### config.mk
export PLATFORM = sky130hd
export DESIGN_NAME = etc_top
export DESIGN_NICKNAME = d
export VERILOG_FILES = /design/src/core/etc_pkg.sv /design/src/core/etc_reg_if.sv /design/src/core/etc_axil.sv /design/src/core/etc_chan.sv /design/src/core/etc_top.sv
export SDC_FILE = /design/constraint.sdc
export NUM_CORES = 1
export LEC_CHECK = 0
export BUFFER_PORTS_ARGS = -buffer_cell sky130_fd_sc_hd__buf_4
export CORE_ASPECT_RATIO = 1.4
export CORE_MARGIN = 2
export CORE_UTILIZATION = 52
export CTS_CLUSTER_SIZE = 40
export DETAILED_ROUTE_END_ITERATION = 8
export GPL_ROUTABILITY_DRIVEN = 0
export PLACE_DENSITY = 0.77
export SLEW_MARGIN = 20
export SYNTH_ARGS = -nofsm -noshare
export SYNTH_HDL_FRONTEND = slang
export SYNTH_SLANG_ARGS = --single-unit
### constraint.sdc
create_clock -name aclk -period 2.5 [get_ports aclk]
set_clock_uncertainty 0.15 [all_clocks]
set_input_delay 0.5 -clock aclk [delete_from_list [all_inputs] [get_ports aclk]]
set_output_delay 0.5 -clock aclk [all_outputs]
set_load 0.02 [all_outputs]
### src/core/etc_pkg.sv
`default_nettype none
package etc_pkg;
  // Register byte offsets on the AXI4-Lite bus.
  localparam logic [7:0] ETC_OFS_RUN = 8'h00;
  localparam logic [7:0] ETC_OFS_CHA = 8'h04;
  localparam logic [7:0] ETC_OFS_CHB = 8'h08;
  localparam logic [7:0] ETC_OFS_CNT = 8'h0C;
  localparam logic [7:0] ETC_OFS_CMPA = 8'h10;
  localparam logic [7:0] ETC_OFS_CMPB = 8'h14;
  // Field positions in the run and channel control registers.
  localparam int ETC_RUN_BIT = 3;
  localparam int ETC_MODE_POS = 6;
  localparam int ETC_ACT_POS = 4;
  localparam int ETC_INIT_BIT = 3;
  localparam int ETC_POL_BIT = 2;
  localparam int ETC_DIR_BIT = 1;
  localparam int ETC_CLR_BIT = 0;
  localparam int ETC_ALIGN_POS = 0;
  // Values after reset.
  localparam logic [7:0] ETC_CTL_RST = 8'h00;
  localparam logic [9:0] ETC_CNT_RST = 10'h000;
  // Counting clock is the bus clock divided by four; this is the last divider count.
  localparam logic [1:0] ETC_TICK_LAST = 2'h3;
  localparam logic [9:0] ETC_CNT_MAX = 10'h3FF;
  localparam logic [1:0] ETC_RESP_OKAY = 2'h0;
  localparam logic [1:0] ETC_RESP_DECERR = 2'h3;
  // Channel operating modes.
  typedef enum logic [1:0] {
    ETC_M_CMP = 2'h0,
    ETC_M_CAP = 2'h1,
    ETC_M_PWM = 2'h2,
    ETC_M_TMR = 2'h3
  } etc_mode_t;
  // Counting direction state, one-hot.
  typedef enum logic [1:0] {
    ETC_UP = 2'h1,
    ETC_DN = 2'h2
  } etc_dir_t;

  // True for an address that holds a register.
  function automatic logic etc_hit(input logic [7:0] a);
    etc_hit = (a == ETC_OFS_RUN) || (a == ETC_OFS_CHA) ||
      (a == ETC_OFS_CHB) || (a == ETC_OFS_CNT) ||
      (a == ETC_OFS_CMPA) || (a == ETC_OFS_CMPB);
  endfunction : etc_hit

  // Merges write data into a register under its byte strobes.
  function automatic logic [9:0] etc_merge(input logic [9:0] o,
    input logic [31:0] w, input logic [3:0] s);
    etc_merge = {s[1] ? w[9:8] : o[9:8], s[0] ? w[7:0] : o[7:0]};
  endfunction : etc_merge

  // Capture edge test for one pin: 0 rise, 1 fall, 2 both, 3 off.
  function automatic logic etc_edge(input logic [1:0] act,
    input logic old, input logic now);
    case (act)
      2'h0: etc_edge = !old && now;
      2'h1: etc_edge = old && !now;
      2'h2: etc_edge = old != now;
      default: etc_edge = 1'b0;
    endcase
  endfunction : etc_edge
endpackage : etc_pkg
`default_nettype wire

### src/core/etc_reg_if.sv
`default_nettype none
// Register access strobes between the bus slave and the register file.
interface etc_reg_if;
  logic we;
  logic [7:0] waddr;
  logic [31:0] wdata;
  logic [3:0] wstrb;
  logic werr;
  logic [7:0] raddr;
  logic [31:0] rdata;
  logic rerr;
  modport slv (output we, waddr, wdata, wstrb, raddr,
    input werr, rdata, rerr);
  modport regs (input we, waddr, wdata, wstrb, raddr,
    output werr, rdata, rerr);
endinterface : etc_reg_if
`default_nettype wire

### src/core/etc_axil.sv
`default_nettype none
module etc_axil (
  input wire logic aclk, // Bus clock.
  input wire logic aresetn, // Synchronous reset, active low.
  input wire logic [7:0] awaddr, // Write address.
  input wire logic awvalid, // Write address valid.
  output logic awready, // Write address ready.
  input wire logic [31:0] wdata, // Write data.
  input wire logic [3:0] wstrb, // Write byte strobes.
  input wire logic wvalid, // Write data valid.
  output logic wready, // Write data ready.
  output logic [1:0] bresp, // Write response.
  output logic bvalid, // Write response valid.
  input wire logic bready, // Write response ready.
  input wire logic [7:0] araddr, // Read address.
  input wire logic arvalid, // Read address valid.
  output logic arready, // Read address ready.
  output logic [31:0] rdata, // Read data.
  output logic [1:0] rresp, // Read response.
  output logic rvalid, // Read data valid.
  input wire logic rready, // Read data ready.
  etc_reg_if.slv bus // Register file side.
);
  import etc_pkg::*;

  typedef struct packed {
    logic awrdy;
    logic wrdy;
    logic aw_v;
    logic w_v;
    logic [7:0] aa;
    logic [31:0] wd;
    logic [3:0] ws;
    logic we;
    logic bv;
    logic [1:0] br;
    logic arrdy;
    logic rv;
    logic [31:0] rd;
    logic [1:0] rr;
  } etc_axs_t;

  etc_axs_t s_q;
  etc_axs_t s_d;

  // Address and data are held until both are in, then one write issues.
  always_comb begin
    s_d = s_q;
    s_d.we = 1'b0;
    if (awvalid && s_q.awrdy) begin
      s_d.aw_v = 1'b1;
      s_d.aa = awaddr;
    end
    if (wvalid && s_q.wrdy) begin
      s_d.w_v = 1'b1;
      s_d.wd = wdata;
      s_d.ws = wstrb;
    end
    if (s_q.aw_v && s_q.w_v && !s_q.bv) begin
      s_d.we = 1'b1;
      s_d.bv = 1'b1;
      s_d.br = bus.werr ? ETC_RESP_DECERR : ETC_RESP_OKAY;
      s_d.aw_v = 1'b0;
      s_d.w_v = 1'b0;
    end
    if (s_q.bv && bready) begin
      s_d.bv = 1'b0;
    end
    s_d.awrdy = !s_d.aw_v && !s_d.bv;
    s_d.wrdy = !s_d.w_v && !s_d.bv;
    if (arvalid && s_q.arrdy) begin
      s_d.rv = 1'b1;
      s_d.rd = bus.rdata;
      s_d.rr = bus.rerr ? ETC_RESP_DECERR : ETC_RESP_OKAY;
    end
    if (s_q.rv && rready) begin
      s_d.rv = 1'b0;
    end
    s_d.arrdy = !s_d.rv;
  end

  // State register.
  always_ff @(posedge aclk) begin
    if (!aresetn) begin
      s_q <= '0;
    end else begin
      s_q <= s_d;
    end
  end

  // Outputs come from the state register; reads decode the live address.
  assign awready = s_q.awrdy;
  assign wready = s_q.wrdy;
  assign bvalid = s_q.bv;
  assign bresp = s_q.br;
  assign arready = s_q.arrdy;
  assign rvalid = s_q.rv;
  assign rdata = s_q.rd;
  assign rresp = s_q.rr;
  assign bus.we = s_q.we;
  assign bus.waddr = s_q.aa;
  assign bus.wdata = s_q.wd;
  assign bus.wstrb = s_q.ws;
  assign bus.raddr = araddr;
endmodule : etc_axil
`default_nettype wire

### src/core/etc_chan.sv
`default_nettype none
module etc_chan (
  input wire logic aclk, // Bus clock.
  input wire logic aresetn, // Synchronous reset, active low.
  input wire etc_pkg::etc_mode_t mode, // Channel operating mode.
  input wire logic [1:0] act, // Output action or capture edge.
  input wire logic init, // Initial level or active level.
  input wire logic pol, // Final output inversion.
  input wire logic run, // Counter run bit.
  input wire logic run_rise, // Run bit went from zero to one.
  input wire logic match, // Own comparator match, one cycle.
  input wire logic pwm_lvl, // Waveform is in its active phase.
  input wire logic [2:0] pin_in, // Pin levels seen from outside.
  output logic pin_out, // Pin drive level.
  output logic pin_oe, // Pin drive enable.
  output logic cap // Capture event, one cycle.
);
  import etc_pkg::*;

  typedef struct packed {
    logic lvl;
    logic out;
    logic oe;
    logic [2:0] old;
    logic cap;
  } etc_chs_t;

  etc_chs_t s_q;
  etc_chs_t s_d;
  logic raw;

  // Mode decode drives the pin, or watches it for capture edges.
  always_comb begin
    s_d = s_q;
    s_d.old = pin_in;
    s_d.cap = 1'b0;
    raw = 1'b0;
    case (mode)
      ETC_M_CMP: begin
        if (run_rise) begin
          s_d.lvl = init;
        end else if (match) begin
          // A set to the level already held shows no change.
          case (act)
            2'h1: s_d.lvl = 1'b0;
            2'h2: s_d.lvl = 1'b1;
            2'h3: s_d.lvl = !s_q.lvl;
            default: s_d.lvl = s_q.lvl;
          endcase
        end
        raw = s_d.lvl;
      end
      ETC_M_PWM: begin
        // The initial-level bit names the active level here.
        case (act)
          2'h0: raw = !init;
          2'h1: raw = init;
          2'h2: raw = pwm_lvl ? init : !init;
          default: raw = run ? init : !init;
        endcase
      end
      ETC_M_CAP: begin
        s_d.cap = etc_edge(act, s_q.old[0], pin_in[0]) ||
          etc_edge(act, s_q.old[1], pin_in[1]) ||
          etc_edge(act, s_q.old[2], pin_in[2]);
      end
      default: raw = 1'b0;
    endcase
    s_d.oe = (mode == ETC_M_CMP) || (mode == ETC_M_PWM);
    s_d.out = s_d.oe ? raw ^ pol : 1'b0;
  end

  // State register; reset leaves the pin undriven and low.
  always_ff @(posedge aclk) begin
    if (!aresetn) begin
      s_q <= '0;
    end else begin
      s_q <= s_d;
    end
  end

  assign pin_out = s_q.out;
  assign pin_oe = s_q.oe;
  assign cap = s_q.cap;
endmodule : etc_chan
`default_nettype wire

### src/core/etc_top.sv
// Functional notes
// - Run rise clears counter; fall holds and sleeps.
// - Run rise restores compare pin initial level.
// - Period code against counter top bits.
// - Period code zero: overflow clears the counter.
// - Channel A mode field decodes four modes.
// - Channel B mode field decodes like A.
// - Channel A match applies output action.
// - PWM action: inactive, active, PWM, pulse.
// - Capture action selects edge or disables.
// - Setting the held level shows no change.
// - Compare mode initial-level bit sets pin.
// - PWM mode initial-level bit is active level.
// - Polarity bit inverts pin except timer, capture.
// - Read-only flag shows counting direction.
// - Clear source: A match, or period.
// - Clear source ignored in pulse, capture.
// - Channel B settings drive three pins.
// - B match moves B pins; period never.
// - Ten-bit up/down counter, full compares.
`default_nettype none
module etc_top (
  input wire logic aclk, // Bus clock.
  input wire logic aresetn, // Synchronous reset, active low.
  input wire logic [7:0] s_axi_awaddr, // Write address.
  input wire logic s_axi_awvalid, // Write address valid.
  output logic s_axi_awready, // Write address ready.
  input wire logic [31:0] s_axi_wdata, // Write data.
  input wire logic [3:0] s_axi_wstrb, // Write byte strobes.
  input wire logic s_axi_wvalid, // Write data valid.
  output logic s_axi_wready, // Write data ready.
  output logic [1:0] s_axi_bresp, // Write response.
  output logic s_axi_bvalid, // Write response valid.
  input wire logic s_axi_bready, // Write response ready.
  input wire logic [7:0] s_axi_araddr, // Read address.
  input wire logic s_axi_arvalid, // Read address valid.
  output logic s_axi_arready, // Read address ready.
  output logic [31:0] s_axi_rdata, // Read data.
  output logic [1:0] s_axi_rresp, // Read response.
  output logic s_axi_rvalid, // Read data valid.
  input wire logic s_axi_rready, // Read data ready.
  input wire logic chan_a_pin_in, // Channel A pin level.
  output logic chan_a_pin_out, // Channel A pin drive.
  output logic chan_a_pin_oe, // Channel A pin enable.
  input wire logic [2:0] chan_b_pin_in, // Channel B pin levels.
  output logic [2:0] chan_b_pin_out, // Channel B pin drives.
  output logic [2:0] chan_b_pin_oe // Channel B pin enables.
);
  import etc_pkg::*;

  typedef struct packed {
    logic run;
    logic run_old;

    logic [2:0] psel;
    logic [7:0] a_ctl;
    logic [7:0] b_ctl;

    logic [9:0] cnt;
    etc_dir_t dir;

    logic [9:0] cmp_a;
    logic [9:0] cmp_b;
    logic [9:0] sh_a;
    logic [9:0] sh_b;

    logic [1:0] div;
    logic tick;
  } etc_tops_t;

  etc_tops_t s_q;
  etc_tops_t s_d;

  etc_reg_if bus ();

  // Decoded control fields.
  etc_mode_t mode_a;
  etc_mode_t mode_b;
  logic run_rise;
  logic up;

  // Comparator results.
  logic [9:0] nxt;
  logic p_hit;
  logic ovf;
  logic a_m;
  logic b_m;

  logic spm;
  logic cap_md;
  logic ctr;
  logic top_evt;
  logic turn_bot;
  logic load;
  logic [1:0] align;

  // Waveform and capture.
  logic pwm_a;
  logic pwm_b;
  logic cap_a;
  logic cap_b;

  // Channel pin flops.
  logic a_out;
  logic a_oe;
  logic b_out;
  logic b_oe;

  logic [9:0] m;

  // Bus slave; it owns every AXI4-Lite output.
  etc_axil u_axil (
    .aclk(aclk),
    .aresetn(aresetn),
    .awaddr(s_axi_awaddr),
    .awvalid(s_axi_awvalid),
    .awready(s_axi_awready),
    .wdata(s_axi_wdata),
    .wstrb(s_axi_wstrb),
    .wvalid(s_axi_wvalid),
    .wready(s_axi_wready),
    .bresp(s_axi_bresp),
    .bvalid(s_axi_bvalid),
    .bready(s_axi_bready),
    .araddr(s_axi_araddr),
    .arvalid(s_axi_arvalid),
    .arready(s_axi_arready),
    .rdata(s_axi_rdata),
    .rresp(s_axi_rresp),
    .rvalid(s_axi_rvalid),
    .rready(s_axi_rready),
    .bus(bus.slv)
  );

  // Mode fields of both channel control registers; alignment from B.
  assign mode_a = etc_mode_t'(s_q.a_ctl[ETC_MODE_POS+:2]);
  assign mode_b = etc_mode_t'(s_q.b_ctl[ETC_MODE_POS+:2]);
  assign align = s_q.b_ctl[ETC_ALIGN_POS+:2];

  assign run_rise = s_q.run && !s_q.run_old;
  assign up = s_q.dir != ETC_DN;

  // Comparators: period on the top three bits, A and B on all ten.
  always_comb begin
    nxt = s_q.cnt + 10'h001;
    p_hit = (s_q.psel != 3'h0) && (nxt[9:7] == s_q.psel) &&
      (nxt[6:0] == 7'h00);
    ovf = (s_q.psel == 3'h0) && (s_q.cnt == ETC_CNT_MAX);
    a_m = s_q.tick && (s_q.cnt == s_q.cmp_a);
    b_m = s_q.tick && (s_q.cnt == s_q.cmp_b);
  end

  // Counter clearing source and alignment, steered by channel A mode.
  always_comb begin
    spm = (mode_a == ETC_M_PWM) && (s_q.a_ctl[ETC_ACT_POS+:2] == 2'h3);
    cap_md = mode_a == ETC_M_CAP;
    ctr = (mode_a == ETC_M_PWM) && !spm && (align != 2'h0);

    if (s_q.a_ctl[ETC_CLR_BIT] && !spm && !cap_md) begin
      top_evt = a_m && up;
    end else begin
      top_evt = s_q.tick && up && !spm && (p_hit || ovf);
    end
    turn_bot = s_q.tick && !up && (s_q.cnt == 10'h001);

    // Shadows reload at the edges that the alignment picks.
    case (align)
      2'h0: load = top_evt;
      2'h1: load = turn_bot;
      2'h2: load = top_evt;
      default: load = turn_bot || top_evt;
    endcase
    load = load || !s_q.run;

    pwm_a = s_q.cnt < s_q.sh_a;
    pwm_b = s_q.cnt < s_q.sh_b;
  end

  // Register writes, counting, capture and the pulse end.
  always_comb begin
    s_d = s_q;
    m = 10'h000;

    s_d.run_old = s_q.run;
    s_d.tick = 1'b0;
    if (s_q.run && !run_rise) begin
      s_d.div = s_q.div + 2'h1;
      s_d.tick = s_q.div == ETC_TICK_LAST;
    end

    if (run_rise) begin
      s_d.cnt = ETC_CNT_RST;
      s_d.dir = ETC_UP;
      s_d.div = 2'h0;
    end else if (s_q.tick) begin
      case (s_q.dir)
        ETC_UP: begin
          if (top_evt && ctr) begin
            s_d.dir = ETC_DN;
            s_d.cnt = s_q.cnt - 10'h001;
          end else if (top_evt) begin
            s_d.cnt = ETC_CNT_RST;
          end else begin
            s_d.cnt = nxt;
          end
        end
        ETC_DN: begin
          s_d.cnt = s_q.cnt - 10'h001;
          if (turn_bot) begin
            s_d.dir = ETC_UP;
          end
        end
        default: s_d.dir = ETC_UP;
      endcase
    end

    if (load) begin
      s_d.sh_a = s_q.cmp_a;
      s_d.sh_b = s_q.cmp_b;
    end

    // A single pulse ends when channel A matches.
    if (spm && a_m) begin
      s_d.run = 1'b0;
    end

    if (bus.we) begin
      m = etc_merge({2'h0, s_q.a_ctl}, bus.wdata, bus.wstrb);
      case (bus.waddr)
        ETC_OFS_RUN: begin
          m = etc_merge({6'h00, s_q.run, s_q.psel}, bus.wdata,
            bus.wstrb);
          s_d.run = m[ETC_RUN_BIT];
          s_d.psel = m[2:0];
        end
        ETC_OFS_CHA: begin
          s_d.a_ctl = m[7:0];
          s_d.a_ctl[ETC_DIR_BIT] = 1'b0;
        end
        ETC_OFS_CHB: begin
          m = etc_merge({2'h0, s_q.b_ctl}, bus.wdata, bus.wstrb);
          s_d.b_ctl = m[7:0];
        end
        ETC_OFS_CMPA: begin
          s_d.cmp_a = etc_merge(s_q.cmp_a, bus.wdata, bus.wstrb);
        end
        ETC_OFS_CMPB: begin
          s_d.cmp_b = etc_merge(s_q.cmp_b, bus.wdata, bus.wstrb);
        end
        default: m = 10'h000;
      endcase
    end

    // A capture wins over a write in the same cycle.
    if (cap_a) begin
      s_d.cmp_a = s_q.cnt;
    end
    if (cap_b) begin
      s_d.cmp_b = s_q.cnt;
    end
  end

  // State register; all control fields start at zero.
  always_ff @(posedge aclk) begin
    if (!aresetn) begin
      s_q <= '0;
      s_q.dir <= ETC_UP;
    end else begin
      s_q <= s_d;
    end
  end

  // Read data and decode errors for the bus slave.
  always_comb begin
    bus.rdata = 32'h0000_0000;
    bus.rerr = !etc_hit(bus.raddr);
    bus.werr = !etc_hit(bus.waddr);

    case (bus.raddr)
      ETC_OFS_RUN: bus.rdata[3:0] = {s_q.run, s_q.psel};
      ETC_OFS_CHA: begin
        bus.rdata[7:0] = s_q.a_ctl;
        bus.rdata[ETC_DIR_BIT] = s_q.dir == ETC_DN;
      end
      ETC_OFS_CHB: bus.rdata[7:0] = s_q.b_ctl;
      ETC_OFS_CNT: bus.rdata[9:0] = s_q.cnt;
      ETC_OFS_CMPA: bus.rdata[9:0] = s_q.cmp_a;
      ETC_OFS_CMPB: bus.rdata[9:0] = s_q.cmp_b;
      default: bus.rdata = 32'h0000_0000;
    endcase
  end

  // Channel A pin logic.
  etc_chan u_chan_a (
    .aclk(aclk),
    .aresetn(aresetn),
    .mode(mode_a),
    .act(s_q.a_ctl[ETC_ACT_POS+:2]),
    .init(s_q.a_ctl[ETC_INIT_BIT]),
    .pol(s_q.a_ctl[ETC_POL_BIT]),
    .run(s_q.run),
    .run_rise(run_rise),
    .match(a_m),
    .pwm_lvl(pwm_a),
    .pin_in({2'h0, chan_a_pin_in}),
    .pin_out(a_out),
    .pin_oe(a_oe),
    .cap(cap_a)
  );

  // Channel B pin logic, shared by its three pins.
  etc_chan u_chan_b (
    .aclk(aclk),
    .aresetn(aresetn),
    .mode(mode_b),
    .act(s_q.b_ctl[ETC_ACT_POS+:2]),
    .init(s_q.b_ctl[ETC_INIT_BIT]),
    .pol(s_q.b_ctl[ETC_POL_BIT]),
    .run(s_q.run),
    .run_rise(run_rise),
    .match(b_m),
    .pwm_lvl(pwm_b),
    .pin_in(chan_b_pin_in),
    .pin_out(b_out),
    .pin_oe(b_oe),
    .cap(cap_b)
  );

  // Pin outputs are the channel flip-flops, fanned out for B.
  assign chan_a_pin_out = a_out;
  assign chan_a_pin_oe = a_oe;
  assign chan_b_pin_out = {3{b_out}};
  assign chan_b_pin_oe = {3{b_oe}};
endmodule : etc_top
`default_nettype wire

Word-level counts from Yosys, hierarchy flattened --
Cells that the tools add are included. W data, S select, Z words.
Word-level totals: logic and storage cells 259, bits in registers 131
Operators by class: bitwise gates (word level) 3, reductions and logical operators 116, mux-type cells 57, equal/unequal tests 38, add/sub/neg operators 3, $lt $le $gt $ge 2
Operators with widths (number):
- $mux W10 | 6
- $logic_and A1 B1 Y1 | 37
- $mux W35 | 1
- $eq A8 B4 Y1 const B | 4
- $eq A8 B5 Y1 const B | 4
- $mux W1 | 24
- $pmux W1 S3 | 8
- $pmux W4 S6 | 1
- $reduce_and A3 Y1 | 8
- $logic_not A1 Y1 | 23
- $eq A10 B10 Y1 | 2
- $lt A10 B10 Y1 | 2
- $mux W20 | 1
- $pmux W10 S2 | 1
- $pmux W4 S5 | 1
- $reduce_bool A2 Y1 | 10
- $logic_or A1 B1 Y1 | 19
- $eq A2 B2 Y1 const B | 9
- $eq A8 B3 Y1 const B | 2
- $logic_not A8 Y1 | 2
- $eq A2 B1 Y1 const B | 6
- $mux W2 | 6
- $reduce_and A2 Y1 | 6
- $add A10 B1 Y10 const B | 1
- other kinds (20) | 35

Logic depth before layout (Yosys ltp) --
word-level depth 11, depth in mapped cells 11

Cells and area by module --
Synthesis repeated with hierarchy kept, for this count alone.
Unflattened totals: cell total of the unflattened synthesis 1125, area, all modules 9527.9 um^2
By module, submodules not included:
- etc_top | times used 1, area an instance 5013.6 um^2, cells an instance 577, seq. area each 1501.4 um^2
- etc_axil | times used 1, area an instance 3661.0 um^2, cells an instance 454, seq. area each 1721.7 um^2
- etc_chan | times used 2, area an instance 426.7 um^2, cells an instance 47, seq. area each 140.1 um^2

Worst setup path after synthesis --
Ideal clock, no wire load.
kind reg2reg, from register s_q[46] (netlist name), to register s_q[50] (netlist name), path slack -216 ps, arrival time 2475 ps, stages on the path, launching flop included 10, required time 2259 ps, path through dfxtp_1 ha_1 clkbuf_1 nand2_1 a211oi_1 or3b_2 a311oi_4 nor2_4 a211o_1 a311oi_1
On the way: longest elaborated chain between the ends 10, elaborated cells between the ends (all ways) 18, classes of those cells add/sub (2); eq/ne (3); mux (4); reduce/logical (9)
Ends and longest elaborated chain:
- start, declared | line etc_top.sv:71 | etc_tops_t s_q;
- $add A10 B1 Y10 | line etc_top.sv:145 | nxt = s_q.cnt + 10'h001;
- $eq A3 B3 Y1 | line etc_top.sv:146 | p_hit = (s_q.psel != 3'h0) && (nxt[9:7] == s_q.psel) &&
- $logic_and A1 B1 Y1 (2 in a row) | line etc_top.sv:146
- $logic_or A1 B1 Y1 | line etc_top.sv:162 | top_evt = s_q.tick && up && !spm && (p_hit || ovf);
- $logic_and A1 B1 Y1 | line etc_top.sv:162
- $mux W1 | line etc_top.sv:159 | if (s_q.a_ctl[ETC_CLR_BIT] && !spm && !cap_md) begin
- $mux W10 / $logic_and A1 B1 Y1 (equally long branches) | line etc_top.sv:201, etc_top.sv:198
- $mux W10 | line etc_top.sv:198 | if (top_evt && ctr) begin
- $pmux W10 S2 * | line etc_top.sv:196 | case (s_q.dir)
Mark *: on every way between the ends. The rest lies on a longest branch, timed or not. A chain may end at the register's enable or synchronous reset.

Worst setup path after layout --
from register s_q[46] (netlist name), to register s_q[5] (netlist name)
On the way: longest elaborated chain between the ends 10, elaborated cells between the ends (all ways) 18, classes of those cells add/sub (1); eq/ne (4); mux (2); reduce/logical (11)
Ends and longest elaborated chain:
- $add A10 B1 Y10 | line etc_top.sv:145
- $eq A3 B3 Y1 | line etc_top.sv:146
- $logic_and A1 B1 Y1 (2 in a row) | line etc_top.sv:146
- $logic_or A1 B1 Y1 | line etc_top.sv:162
- $logic_and A1 B1 Y1 | line etc_top.sv:162
- $mux W1 | line etc_top.sv:159
- $logic_or A1 B1 Y1 | line etc_top.sv:171 | default: load = turn_bot || top_evt;
- $pmux W1 S2 * | line etc_top.sv:167 | case (align)
- $logic_or A1 B1 Y1 * | line etc_top.sv:173 | load = load || !s_q.run;
Marked as above.

==> metrics.md <==
| Metric | Value |
|---|---|
| Outcome | `finished with violations` |
| Failing checks | `setup timing` |
| Flop-to-flop setup slack | `-40 ps` |
| Pwr per Cell Area | `517 mW/mm²` |
| Yosys warns | `0` |
| RSZ-0062 raised after global routing | `true` |
| Busiest metal layer after global routing | `met2` |
| Setup violations, final | `18` |
| Fillcell total | `1113` |
| Period utilization | `102%` |
| Multi-input logic area | `0.00443 mm²` |
| Hold WC Path Type | `input pin to flop` |
| GRT Util Overall | `28.8%` |
| GR met3 Demand/Resource | `5.30%` |
| CTS Buffer Depth | `2` |
| Number of flops mapped to enable cells by yosys | `0` |
| Pre-CTS setup slack | `-83.5 ps` |
| Critical setup path kind | `flop to flop` |
| Initial Utilization | `53.3%` |
| Ant diodes | `0` |
| Critical path peak fanout | `10` |
| Critical path endpoint category | `flop` |
| Die Area | `0.0152 mm²` |
| Layout cells sized above 1 | `24.7%` |
| CTS buffer count | `17` |
| Worst slew margin | `52.4%` |
| Largest net degree at the start of global routing | `27` |
| Die height | `145 µm` |
| Clock sink total | `127` |
| First-pass GRT wire length | `34.9 mm` |
| Hold_buf cts | `0` |
| Register area | `0.00256 mm²` |
| Core area | `0.0139 mm²` |
| Clk Tree Root Cell | `clkbuf_16` |
| Avg Vias per Cell | `5.95` |
| Io pins | `112` |
| FP Rows | `51` |
| Arrival time worst endpoint | `2740 ps` |
| Port bufs | `65` |
| Met1 Resource Use GR | `32.5%` |
| Initial antenna violation count | `0` |
| Worst Tran Pin Value | `714 ps` |
| Clk_lat worst skew | `430 ps` |
| Drt first pass iters | `5` |
| Vias in the first global route | `6752` |
| Startpoint Class | `flop` |
| Asr flop ratio synth | `0%` |
| Post-synthesis cell type count | `73` |
| Fin nets | `1117` |
| Fin. Hold Viols | `0` |
| P_leak | `0.00367 µW` |
| #FFs+latches synth | `127` |
| Final Slew Violations | `0` |
| CTS tree | `yes` |
| DRT iter0 DRCs | `569` |
| Fin Setup TNS | `-357 ps` |
| WL/cell | `18.5 µm` |
| Synth Flop Type | `dfxtp_1` |
| GRT overflow | `0` |
| Met2 GRT Util | `49.5%` |
| MaxCap Viol Count | `0` |
| DP HPWL | `15.6 mm` |
| Die width | `105 µm` |
| Synthesized area | `0.00741 mm²` |
| F_max | `393 MHz` |
| Syn Area/Cell | `8.08 µm²` |
| Remaining DRCs | `0` |
| Final setup margin | `-44.4 ps` |
| Post-route minimum period | `2540 ps` |
| Htree depth | `4` |
| Routed Antenna Nets | `0` |
| Required @ worst endpoint | `2700 ps` |
| CTS clock-pin slew for the worst setup and hold paths | `60 ps` |
| Register area share after synthesis | `34.3%` |
| Routed wire length | `22.5 mm` |
| Vias | `7251` |
| Area growth syn-to-layout | `25.1%` |
| Maximum vdd ir drop | `0.000462 V` |
| Gate Count Post-Synth | `917` |
-- cell usage in the layout (no fill, tap or decap), types with 5 or more instances in the layout --
cell type	instances
a211oi_1	18
a21o_1	6
a21oi_1	71
a22oi_1	5
a31o_2	5
a31oi_1	8
and2_1	7
and3_1	7
buf_12	6
buf_4	149
buf_6	8
clkbuf_16	17
conb_1	22
dfxtp_1	118
dfxtp_2	7
ha_1	32
inv_1	41
mux2i_1	46
nand2_1	82
nand2b_1	8
nand3_1	38
nand4_1	11
nor2_1	100
nor2b_1	5
nor3_1	32
nor4_1	5
o21ai_0	21
o21ai_1	15
xnor2_1	20
-- synthesized netlist by cell type, drive strengths merged, types with 5 or more instances --
library cell,n,area [µm²]
clkbuf,39,146
nand2b,9,56.3
a211oi,22,165
ha,33,413
and2,8,50.1
mux2i,47,470
inv,41,154
nor3,35,175
dfxtp,127,2540
nor4,6,37.5
a21o,6,45.0
a31oi,8,50.1
a31o,6,52.6
nor2b,5,31.3
nand2,83,312
nor2,103,394
nand3,39,195
nand4,11,68.8
buf,60,398
a21oi,74,374
xnor2,23,201
and3,7,43.8
a22oi,5,37.5
o21ai,36,180
-- worst max-delay path, cell delays in order, from the launching register on --
cell      delay [ps]
dfxtp_2          340
buf_12           140
nand4_1          210
a211oi_2         110
or3b_4           430
a311o_1          370
buf_6            150
a21boi_4         170
buf_6            160
o21ai_0           80
a21oi_1          160
-- per-layer routing --
layer / routed length, µm / part of all wire (%)
met1: 8320 / 37
met2: 11100 / 50
met3: 1510 / 6.7
met4: 1540 / 6.8
met5: 0 / 0
-- power breakdown --
group | internal [µW] | switching, µW | total, µW
registers | 2060 | 34.7 | 2100
clock network | 1480 | 909 | 2390
logic | 119 | 185 | 303
total | 3660 | 1130 | 4790
-- what timing repair did --
| action | in CTS | in global routing |
|---|---|---|
| setup buffers | 12 | 5 |
| gates resized for setup | 21 | 38 |
| pin swaps | 13 | 39 |
| cloned | 1 | 0 |
| endpoints found under the setup margin | 21 | 38 |
-- layout make-up --
cell class | count | area share, %
Inverter | 42 | 1.70
Clock inverter | 10 | 1.23
Timing Repair Buffer | 163 | 14.3
Clock buffer | 21 | 4.86
Sequential cell | 127 | 27.6
Multi-Input combinational cell | 670 | 47.8
Tap cell | 185 | 2.50
-- final timing paths --
kind              depth (start not counted)             endpoint                start
setup / recovery                         10               s_q[5]              s_q[46]
hold / removal                            3      u_chan_b.s_q[2]     chan_b_pin_in[1]
setup reg to reg                         10               s_q[5]              s_q[46]
hold reg to reg                           2  u_axil.bus.waddr[0]  u_axil.bus.waddr[0]
-- sequential cells by signal (all words and copies together) (netlist names), 2 cells and up --
name,flops
s_q,68
u_axil.bus.wdata,10
u_axil.rdata,10
u_axil.bus.waddr,8
u_chan_b.s_q,4
align,2
mode_a,2
mode_b,2
u_axil.bus.wstrb,2
u_axil.s_q,2
u_chan_a.s_q,2
-- kinds of logic after synthesis --
logic type	count (synthesis)	share of synthesized area (%)
flip-flops	127	34.3
AO/OA/AOI/OAI	200	17.7
adder cells (fa/ha/maj)	33	5.57
multiplexers	55	8.17
XOR/XNOR	26	3.07
other	1	0.0506
buffers and inverters	141	9.47
AND/OR/NAND/NOR	334	21.6
-- metrics by stage --
stage | utilization (%) | power [µW] | hold WS, ps | cells | cell area [µm²]
global placement | 60.2 | 2440 | 291 | 1171 | 8370
floorplan | - | 2360 | 272 | 938 | 7510
global route | 66.6 | 4910 | 179 | 1218 | 9270
finish | 66.6 | 4790 | 162 | 1218 | 9270
CTS | 65.6 | 4790 | 164 | 1215 | 9130
detailed placement | 60.2 | 2440 | 298 | 1171 | 8370
No activity file was read; power rests on OpenSTA's default activity.
